<file path="config.mk">
export PLATFORM = sky130hd
export DESIGN_NAME = gpe_port
export DESIGN_NICKNAME = d
export VERILOG_FILES = /design/src/gpe_pkg.sv /design/src/gpe_port.sv
export VERILOG_INCLUDE_DIRS = /design/src
export SDC_FILE = /design/constraint.sdc
export NUM_CORES = 1
export LEC_CHECK = 0
export ABC_AREA = 1
export BUFFER_PORTS_ARGS = -buffer_cell sky130_fd_sc_hd__buf_2
export CAP_MARGIN = 20
export CORE_MARGIN = 5
export CORE_UTILIZATION = 35
export CTS_CLUSTER_DIAMETER = 120
export DETAILED_ROUTE_END_ITERATION = 10
export MAX_ROUTING_LAYER = met4
export SLEW_MARGIN = 20
export SYNTH_ARGS = -nofsm -noshare
export SYNTH_HDL_FRONTEND = slang
export SYNTH_SLANG_ARGS = --single-unit
</file>
<file path="constraint.sdc">
create_clock -name aclk -period 1.4 [get_ports aclk]
set_input_delay 0.28 -clock aclk [delete_from_list [all_inputs] [get_ports aclk]]
set_output_delay 0.28 -clock aclk [all_outputs]
set_load 0.02 [all_outputs]
</file>
<file path="src/gpe_consts.svh">
// register offsets, widths, reset values and axi response codes for the port e gpio block
// assumes inclusion by bare name from the package and the design module
`ifndef GPE_CONSTS_SVH
`define GPE_CONSTS_SVH

// ==========================================================
// register byte offsets
`define GPE_OFS_DATA 5'h00
`define GPE_OFS_DIR 5'h04
`define GPE_OFS_PULL 5'h08
`define GPE_OFS_SLEW 5'h0c
`define GPE_OFS_DRIVE 5'h10

// ==========================================================
// widths and reset values
`define GPE_PORT_WIDTH 8
`define GPE_ADDR_WIDTH 5
`define GPE_RST_BYTE 8'h00

// ==========================================================
// axi response codes
`define GPE_RESP_OKAY 2'h0
`define GPE_RESP_SLVERR 2'h2

`endif

</file>
<file path="src/gpe_pkg.sv">
// types shared by the port e gpio block
// assumes gpe_consts.svh is on the include path
`default_nettype none
package gpe_pkg;
  `include "gpe_consts.svh"

  typedef logic [`GPE_PORT_WIDTH-1:0] gpe_byte_t;
  typedef logic [`GPE_ADDR_WIDTH-1:0] gpe_addr_t;

  // ==========================================================
  // register selector
  typedef enum logic [2:0] {
    gpe_sel_data = 3'h0,
    gpe_sel_dir = 3'h1,
    gpe_sel_pull = 3'h3,
    gpe_sel_slew = 3'h2,
    gpe_sel_drive = 3'h6,
    gpe_sel_none = 3'h7
  } gpe_sel_e;
endpackage
`default_nettype wire

</file>
<file path="src/gpe_port.sv">
// eight-bit general purpose port e with axi4-lite register slave
// assumes pin_in is already synchronous to aclk and pads resolve the wire
`include "gpe_consts.svh"
`default_nettype none

// Notes on behaviour
// - reading the data register gives the pin level for bits that are inputs.
// - reading the data register gives the latch for bits that are outputs.
// - a data register write updates all eight latch bits whatever the direction.
// - output bits drive the latch value onto their pins.
// - reset clears the latch but leaves every pin an undriven input with no pullup.
// - a clear direction bit disables the driver and reads return the pin.
// - a set direction bit enables the driver, reads return the latch, and direction reads back.
// - a pullup bit turns the pullup on when one and off when zero for inputs.
// - output pins never have the pullup on.
// - a slew bit enables slew limiting when set and disables it when clear.
// - the slew bit has no effect on input pins.
// - a drive bit selects low drive when zero and high drive when one for outputs; input pins always see low drive.
module gpe_port
  import gpe_pkg::*;
(
  // clock and reset
  input wire logic aclk,
  input wire logic aresetn,
  // axi4-lite write address
  input wire logic [`GPE_ADDR_WIDTH-1:0] s_axi_awaddr,
  input wire logic s_axi_awvalid,
  output logic s_axi_awready,
  // axi4-lite write data
  input wire logic [31:0] s_axi_wdata,
  input wire logic [3:0] s_axi_wstrb,
  input wire logic s_axi_wvalid,
  output logic s_axi_wready,
  // axi4-lite write response
  output logic [1:0] s_axi_bresp,
  output logic s_axi_bvalid,
  input wire logic s_axi_bready,
  // axi4-lite read address
  input wire logic [`GPE_ADDR_WIDTH-1:0] s_axi_araddr,
  input wire logic s_axi_arvalid,
  output logic s_axi_arready,
  // axi4-lite read data
  output logic [31:0] s_axi_rdata,
  output logic [1:0] s_axi_rresp,
  output logic s_axi_rvalid,
  input wire logic s_axi_rready,
  // port pins
  input wire logic [7:0] pin_in,
  output logic [7:0] pin_out,
  output logic [7:0] pin_oe,
  output logic [7:0] pin_pullup_en,
  output logic [7:0] pin_slew_en,
  output logic [7:0] pin_drive_high
);

  // ==========================================================
  // address decode
  function automatic gpe_sel_e decode(input gpe_addr_t addr);
    gpe_sel_e sel;
    sel = gpe_sel_none;
    if (addr[1:0] == 2'h0) begin
      unique case (addr[4:2])
        3'h0: sel = gpe_sel_data;
        3'h1: sel = gpe_sel_dir;
        3'h2: sel = gpe_sel_pull;
        3'h3: sel = gpe_sel_slew;
        3'h4: sel = gpe_sel_drive;
        default: sel = gpe_sel_none;
      endcase
    end
    return sel;
  endfunction

  // ==========================================================
  // registers
  gpe_byte_t port_e_data_latch_reg;
  gpe_byte_t port_e_direction_reg;
  gpe_byte_t port_e_pullup_enable_reg;
  gpe_byte_t port_e_slew_control_reg;
  gpe_byte_t port_e_drive_strength_reg;

  // ==========================================================
  // write channel: address and data latched independently, either order
  logic aw_held_reg;
  logic w_held_reg;
  gpe_addr_t aw_addr_reg;
  logic [31:0] w_data_reg;
  logic w_lane0_reg;
  logic bvalid_reg;
  logic [1:0] bresp_reg;
  logic wr_fire;
  gpe_sel_e wr_sel;

  assign s_axi_awready = !aw_held_reg && !bvalid_reg;
  assign s_axi_wready = !w_held_reg && !bvalid_reg;
  assign wr_fire = aw_held_reg && w_held_reg && !bvalid_reg;
  assign wr_sel = decode(aw_addr_reg);
  assign s_axi_bvalid = bvalid_reg;
  assign s_axi_bresp = bresp_reg;

  always_ff @(posedge aclk) begin
    if (!aresetn) begin
      aw_held_reg <= 1'b0;
      aw_addr_reg <= '0;
    end else if (s_axi_awvalid && s_axi_awready) begin
      aw_held_reg <= 1'b1;
      aw_addr_reg <= s_axi_awaddr;
    end else if (wr_fire) begin
      aw_held_reg <= 1'b0;
    end
  end

  always_ff @(posedge aclk) begin
    if (!aresetn) begin
      w_held_reg <= 1'b0;
      w_data_reg <= '0;
      w_lane0_reg <= 1'b0;
    end else if (s_axi_wvalid && s_axi_wready) begin
      w_held_reg <= 1'b1;
      w_data_reg <= s_axi_wdata;
      w_lane0_reg <= s_axi_wstrb[0];
    end else if (wr_fire) begin
      w_held_reg <= 1'b0;
    end
  end

  always_ff @(posedge aclk) begin
    if (!aresetn) begin
      bvalid_reg <= 1'b0;
      bresp_reg <= `GPE_RESP_OKAY;
    end else if (wr_fire) begin
      bvalid_reg <= 1'b1;
      bresp_reg <= (wr_sel == gpe_sel_none) ? `GPE_RESP_SLVERR : `GPE_RESP_OKAY;
    end else if (s_axi_bready) begin
      bvalid_reg <= 1'b0;
    end
  end

  // ==========================================================
  // register updates; only byte lane 0 carries data, other lanes ignored
  logic wr_en;
  gpe_byte_t wr_byte;
  assign wr_en = wr_fire && w_lane0_reg;
  assign wr_byte = w_data_reg[7:0];

  always_ff @(posedge aclk) begin
    if (!aresetn) begin
      port_e_data_latch_reg <= `GPE_RST_BYTE;
    end else if (wr_en && wr_sel == gpe_sel_data) begin
      port_e_data_latch_reg <= wr_byte;
    end
  end

  always_ff @(posedge aclk) begin
    if (!aresetn) begin
      port_e_direction_reg <= `GPE_RST_BYTE;
    end else if (wr_en && wr_sel == gpe_sel_dir) begin
      port_e_direction_reg <= wr_byte;
    end
  end

  always_ff @(posedge aclk) begin
    if (!aresetn) begin
      port_e_pullup_enable_reg <= `GPE_RST_BYTE;
      port_e_slew_control_reg <= `GPE_RST_BYTE;
      port_e_drive_strength_reg <= `GPE_RST_BYTE;
    end else if (wr_en) begin
      if (wr_sel == gpe_sel_pull) begin
        port_e_pullup_enable_reg <= wr_byte;
      end
      if (wr_sel == gpe_sel_slew) begin
        port_e_slew_control_reg <= wr_byte;
      end
      if (wr_sel == gpe_sel_drive) begin
        port_e_drive_strength_reg <= wr_byte;
      end
    end
  end

  // ==========================================================
  // read channel: one read in flight, data registered at acceptance
  logic rvalid_reg;
  logic [31:0] rdata_reg;
  logic [1:0] rresp_reg;
  gpe_sel_e rd_sel;
  gpe_byte_t rd_byte;
  gpe_byte_t data_view;

  assign s_axi_arready = !rvalid_reg;
  assign rd_sel = decode(s_axi_araddr);
  assign s_axi_rvalid = rvalid_reg;
  assign s_axi_rdata = rdata_reg;
  assign s_axi_rresp = rresp_reg;

  // per bit: latch where output, live pin where input
  assign data_view = (port_e_direction_reg & port_e_data_latch_reg)
    | (~port_e_direction_reg & pin_in);

  always_comb begin
    rd_byte = `GPE_RST_BYTE;
    unique case (rd_sel)
      gpe_sel_data: rd_byte = data_view;
      gpe_sel_dir: rd_byte = port_e_direction_reg;
      gpe_sel_pull: rd_byte = port_e_pullup_enable_reg;
      gpe_sel_slew: rd_byte = port_e_slew_control_reg;
      gpe_sel_drive: rd_byte = port_e_drive_strength_reg;
      gpe_sel_none: rd_byte = `GPE_RST_BYTE;
    endcase
  end

  always_ff @(posedge aclk) begin
    if (!aresetn) begin
      rvalid_reg <= 1'b0;
      rdata_reg <= '0;
      rresp_reg <= `GPE_RESP_OKAY;
    end else if (s_axi_arvalid && s_axi_arready) begin
      rvalid_reg <= 1'b1;
      rdata_reg <= {24'h000000, rd_byte};
      rresp_reg <= (rd_sel == gpe_sel_none) ? `GPE_RESP_SLVERR : `GPE_RESP_OKAY;
    end else if (s_axi_rready) begin
      rvalid_reg <= 1'b0;
    end
  end

  // ==========================================================
  // pad controls; slew and drive are masked on inputs so the pad sees no stray setting
  assign pin_oe = port_e_direction_reg;
  assign pin_out = port_e_data_latch_reg & port_e_direction_reg;
  assign pin_pullup_en = port_e_pullup_enable_reg & ~port_e_direction_reg;
  assign pin_slew_en = port_e_slew_control_reg & port_e_direction_reg;
  assign pin_drive_high = port_e_drive_strength_reg & port_e_direction_reg;

endmodule
`default_nettype wire

</file>
---- Word level (Yosys, flattened, before mapping) ----
Index checks and enable logic that the tools add are counted.
operators by class
  eq/ne operators ......................... 18
  multiplexer cells ....................... 14
  bitwise logic cells ..................... 7
  reductions and logical operators ........ 27
operator list
  kind                                                  number
  one-hot mux 8 bit (6 select lines)                    1
  AND 8 bit                                             5
  one-hot mux 3 bit (5 select lines)                    2
  equality test 3 x 2 -> 1 bit (second input constant)  8
  equality test 3 bit (second input constant)           6
  equality test 3 x 1 -> 1 bit (second input constant)  4
  logical NOT 3 bit                                     4
  logical AND 1 bit                                     10
  inverter 8 bit                                        1
  bitwise OR 8 bit                                      1
  nonzero test 2 bit                                    4
  two-way mux 1 bit                                     7
  two-way mux 3 bit                                     2
  AND reduction 2 bit                                   3
  logical NOT 1 bit                                     4
  logical NOT 2 bit                                     2
  two-way mux 2 bit                                     2
word-level totals
  register bits after elaboration ......... 70
  bits of input ports ..................... 61
  output and inout bits ................... 81
  word-level logic and storage cells ...... 81

---- Logic depth before layout (Yosys ltp) ----
  depth in word-level cells ............... 5
  depth in mapped cells ................... 9
  depth with buffers taken out ............ 9

---- Worst setup path after synthesis ----
No wires, ideal clock.
  path kind ............................... reg-to-reg
  from .................................... register bvalid_reg, in the netlist s_axi_bvalid
  to ...................................... register w_held_reg
  library setup time ...................... 0.070 ns
  arrival ................................. 1.333 ns
  required time ........................... 1.330 ns
  setup slack ............................. -0.003 ns
  stages on the path, launching flop included .. 5
  path buffers ............................ 1
  period minus slack after synthesis ...... 1.403 ns
  cells stage by stage .................... dfxtp_1 -> nor2_1 -> nand2_1 -> clkbuf_1 -> a21oi_1
between the ends
  cells in the longest elaborated chain, start to end .. 4
  elaborated cells on any way between the ends .. 6
  classes of those cells .................. mux: 1; reduce/logical: 5
RTL lines
  item                                                     line             RTL
  start, declared                                          gpe_port.sv:89   logic bvalid_reg;
  start signal, assigned                                   gpe_port.sv:129  bvalid_reg <= 1'b0;
  start signal, assigned                                   gpe_port.sv:132  bvalid_reg <= 1'b1;
  start signal, assigned                                   gpe_port.sv:135  bvalid_reg <= 1'b0;
  logical NOT 1 bit (*)                                    gpe_port.sv:95   assign s_axi_wready = !w_held_reg && !bvalid_reg;
  logical AND 1 bit (*)                                    gpe_port.sv:95
  net s_axi_wready                                         gpe_port.sv:33   output logic s_axi_wready,
  logical AND 1 bit (*)                                    gpe_port.sv:118  end else if (s_axi_wvalid && s_axi_wready) begin
  two-way mux 1 bit or nonzero test 2 bit (tied branches)  n/a
  end signal, assigned                                     gpe_port.sv:115  w_held_reg <= 1'b0;
  end signal, assigned                                     gpe_port.sv:119  w_held_reg <= 1'b1;
  end signal, assigned                                     gpe_port.sv:123  w_held_reg <= 1'b0;
  end, declared                                            gpe_port.sv:85   logic w_held_reg;
The timed path passes the listed nets; every way through them passes the cells marked *.
A chain may end at the register's enable or synchronous reset.

---- Worst setup path after layout ----
  from .................................... register bvalid_reg, in the netlist s_axi_bvalid
  to ...................................... output port s_axi_wready
between the ends
  cells in the longest elaborated chain, start to end .. 2
RTL lines
  item               line
  logical NOT 1 bit  gpe_port.sv:95
  logical AND 1 bit  gpe_port.sv:95
  end, declared      gpe_port.sv:33
No other way between the ends.

==> results.json <==
{
  "num_rows": 35,
  "setup_violations": 2,
  "ir_drop_uv": 660,
  "cp_num_buf_inv": 2,
  "p_clk_share_pct": 40.2,
  "crit_chain": "buf_4 -> nor2_2 -> buf_4",
  "critical_path.slowest_cell": "dfxtp_4",
  "die_w_um": 108,
  "worstReg2RegStart": "s_axi_bvalid",
  "wl_met3_um": 791,
  "critPathMostFrequentCell": "buf_4",
  "cp-start-kind": "flip-flop",
  "switching_power_mw": 1.14,
  "place_hpwl_um": 7180,
  "cts.htree.levels": 3,
  "rsz0062_at_grt": "yes",
  "met1Wirelength_um": 4630,
  "rr_worst_depth": 5,
  "drc_errors": 0,
  "worstHoldStart": "s_axi_bready",
  "p_leak_nw": 2.22,
  "grt_pass1_wl_um": 15000,
  "core_mm2": 0.00928,
  "drtPass1Iterations": 4,
  "period_needed_ns": 1.41,
  "dieArea_mm2": 0.0116,
  "portBuffers": 88,
  "p_per_area_mw_per_mm2": 976,
  "violations": "negative setup slack",
  "root_buffer": "clkbuf_8",
  "cts_hold_buf": 0,
  "grt_start_max_net_pins": 25,
  "switching_share_pct": 26.3,
  "synth_seq_area_share_pct": 40.6,
  "combPwrFrac_pct": 12.6,
  "routed_wl_um": 10100,
  "grt_overflow_total": 0,
  "cap_violations": 0,
  "grt_pass1_vias": 3063,
  "critPathCaptureType": "output pin",
  "vias": 3378,
  "hold_viol": 0,
  "syn_avg_cell_area_um2": 7.04,
  "post_drt_wl_per_cell_um": 13.8,
  "fin_crit_sh_pct": 101,
  "via_per_inst": 4.63,
  "die_h_um": 108,
  "grt_use_total_pct": 16.8,
  "ys.flop_type": "dfxtp_1",
  "clock.fmax_mhz": 708,
  "synth_cell_types": 25,
  "rrSetupSlack_ns": 0,
  "r2r_end": "port_e_pullup_enable_reg[2]",
  "met2WireLength_um": 4600,
  "synth.cell_area_mm2": 0.00336,
  "hp-class": "in -> reg",
  "ioPinCount": 142,
  "synth_edf_count": 0,
  "antenna_found_initial": 0,
  "crit_family": "flip-flops",
  "n_antenna_cell": 0,
  "setup_slack_ns": -0.0124,
  "start_util_pct": 36.1,
  "clockBufferDepth": 2,
  "async_flop_share_pct": 0,
  "required_ns": 1.12,
  "status": "complete, but fails checks",
  "cts_sinks": 68,
  "cp_max_fo": 3,
  "highest_layer": "met4",
  "pwr-share-seq_pct": 47.3,
  "internal-power_mw": 3.19,
  "postSynthCellCount": 477,
  "cts_tree": "done",
  "cp_data_arrival_time_ns": 1.13,
  "hold_depth": 4,
  "fill_cells": 967,
  "slew_violations": 0,
  "cts_buffers": 9,
  "first_iter_violations": 158,
  "critical_path_class": "reg -> out",
  "fin_area_mm2": 0.00444,
  "yosysWarningCount": 0,
  "gp_congestion": 0.825,
  "nNetsFinal": 657,
  "hold_path_end": "s_axi_bvalid",
  "cp_slowest_stage_delay_ns": 0.34,
  "p_total_mw": 4.33,
  "place_area_mm2": 0.00401,
  "insertion_delay_ns": 0.34,
  "clock_skew_ns": 0.00967,
  "clkTransAtPathRegs_ns": 0.07,
  "ant_nets": 0,
  "area_growth_pct": 32.3,
  "ys_ff_latch": 68,
  "drive_gt1_share_pct": 29.6
}
per-stage QoR:
stage	instances	setup slack [ns]	utilization (%)	hold WS, ns	TNS, ns
finish	730	-0.0124	47.8	0.167	-0.0125
global route	730	-0.0630	47.8	0.170	-1.34
CTS	719	-0.00948	45.6	0.163	-0.0130
detailed placement	703	-0.0380	43.1	0.453	-0.147
global placement	703	-0.0137	43.1	0.451	-0.0219
floorplan	502	-0.00297	-	0.440	-0.0257
placed cells by master (no fill, tap or decap), drive strengths merged, types with 2 or more instances in the layout:
cell,synthesis,routed
a21oi,83,83
conb,1,26
clkinv,1,2
o21a,9,9
nand2,81,81
clkbuf,7,14
dfxtp,68,68
buf,32,120
nor2,60,60
o21ai,41,41
inv,73,73
nand4,17,18
how the worst max path moves through the flow:
stage / startpoint / slack (ns) / cells past startpoint / end
after floorplan: s_axi_bvalid / -0.003 / 4 / w_held_reg
after global placement: s_axi_araddr[1] / -0.01 / 9 / s_axi_rdata[5]
after detailed placement: s_axi_araddr[1] / -0.04 / 9 / s_axi_rdata[5]
after CTS: s_axi_bvalid / -0.009 / 5 / port_e_pullup_enable_reg[1]
after global routing: aw_held_reg / -0.06 / 6 / pin_oe[2]
final: s_axi_bvalid / -0.01 / 3 / s_axi_wready
cell type report:
cell class              count  area, µm²  share of cell area, %
multi-input cells         322       1620                   36.4
flip-flops and latches     68       1380                   31.2
repair buffers            121        773                   17.4
inverters                  74        283                   6.37
clock buffers              13        179                   4.03
well taps                 129        161                   3.64
clock inverters             3       42.5                  0.959
cells by family after synthesis:
logic type	share of synthesized area, %
and+or+nand+nor	22.1
AOI/OAI and AO/OA	20.9
buffers and inverters	16.3
DFF	40.6
other	0.112
synth_stat cells, drive strengths merged (7+ instances only):
cell type  count  area share [%]
o21ai         41             6.1
inv           73             8.2
nand4         17             4.2
buf           32             7.2
o21a           9             2.0
a21oi         83              12
nor2          60             7.8
nand2         81             9.1
dfxtp         68              41
clkbuf         7            0.78
metal layers:
metal / GRT usage [%] / vias to the layer above
met3: 4.44 / 7
met2: 26.0 / 113
met1: 22.0 / 1537
li1: - / 1721
met5: - / -
met4: 3.70 / 0
worst register-to-register path, stage by stage, from the launching register on:
cell and delay (ns):
dfxtp_4 0.34, nand3b_4 0.20, nor2_8 0.20, buf_4 0.15
nand4_4 0.17, o21a_1 0.23
power groups by stage:
stage / Combinational (mW) / Clock (mW) / Sequential [mW]
2_1_floorplan: 0.349 / 0 / 2.09
3_3_place_gp: 0.468 / 0 / 2.09
3_5_place_dp: 0.475 / 0 / 2.09
4_1_cts: 0.477 / 1.78 / 2.05
5_1_grt: 0.597 / 1.87 / 2.06
6_report: 0.544 / 1.74 / 2.05
what timing repair did:
action	4_1_cts	5_1_grt
setup buffers	0	9
pin swaps	0	4
gates cloned	0	2
resized for setup	3	51
endpoints found under the setup margin	4	54
Power figures use the tool's default switching activity.
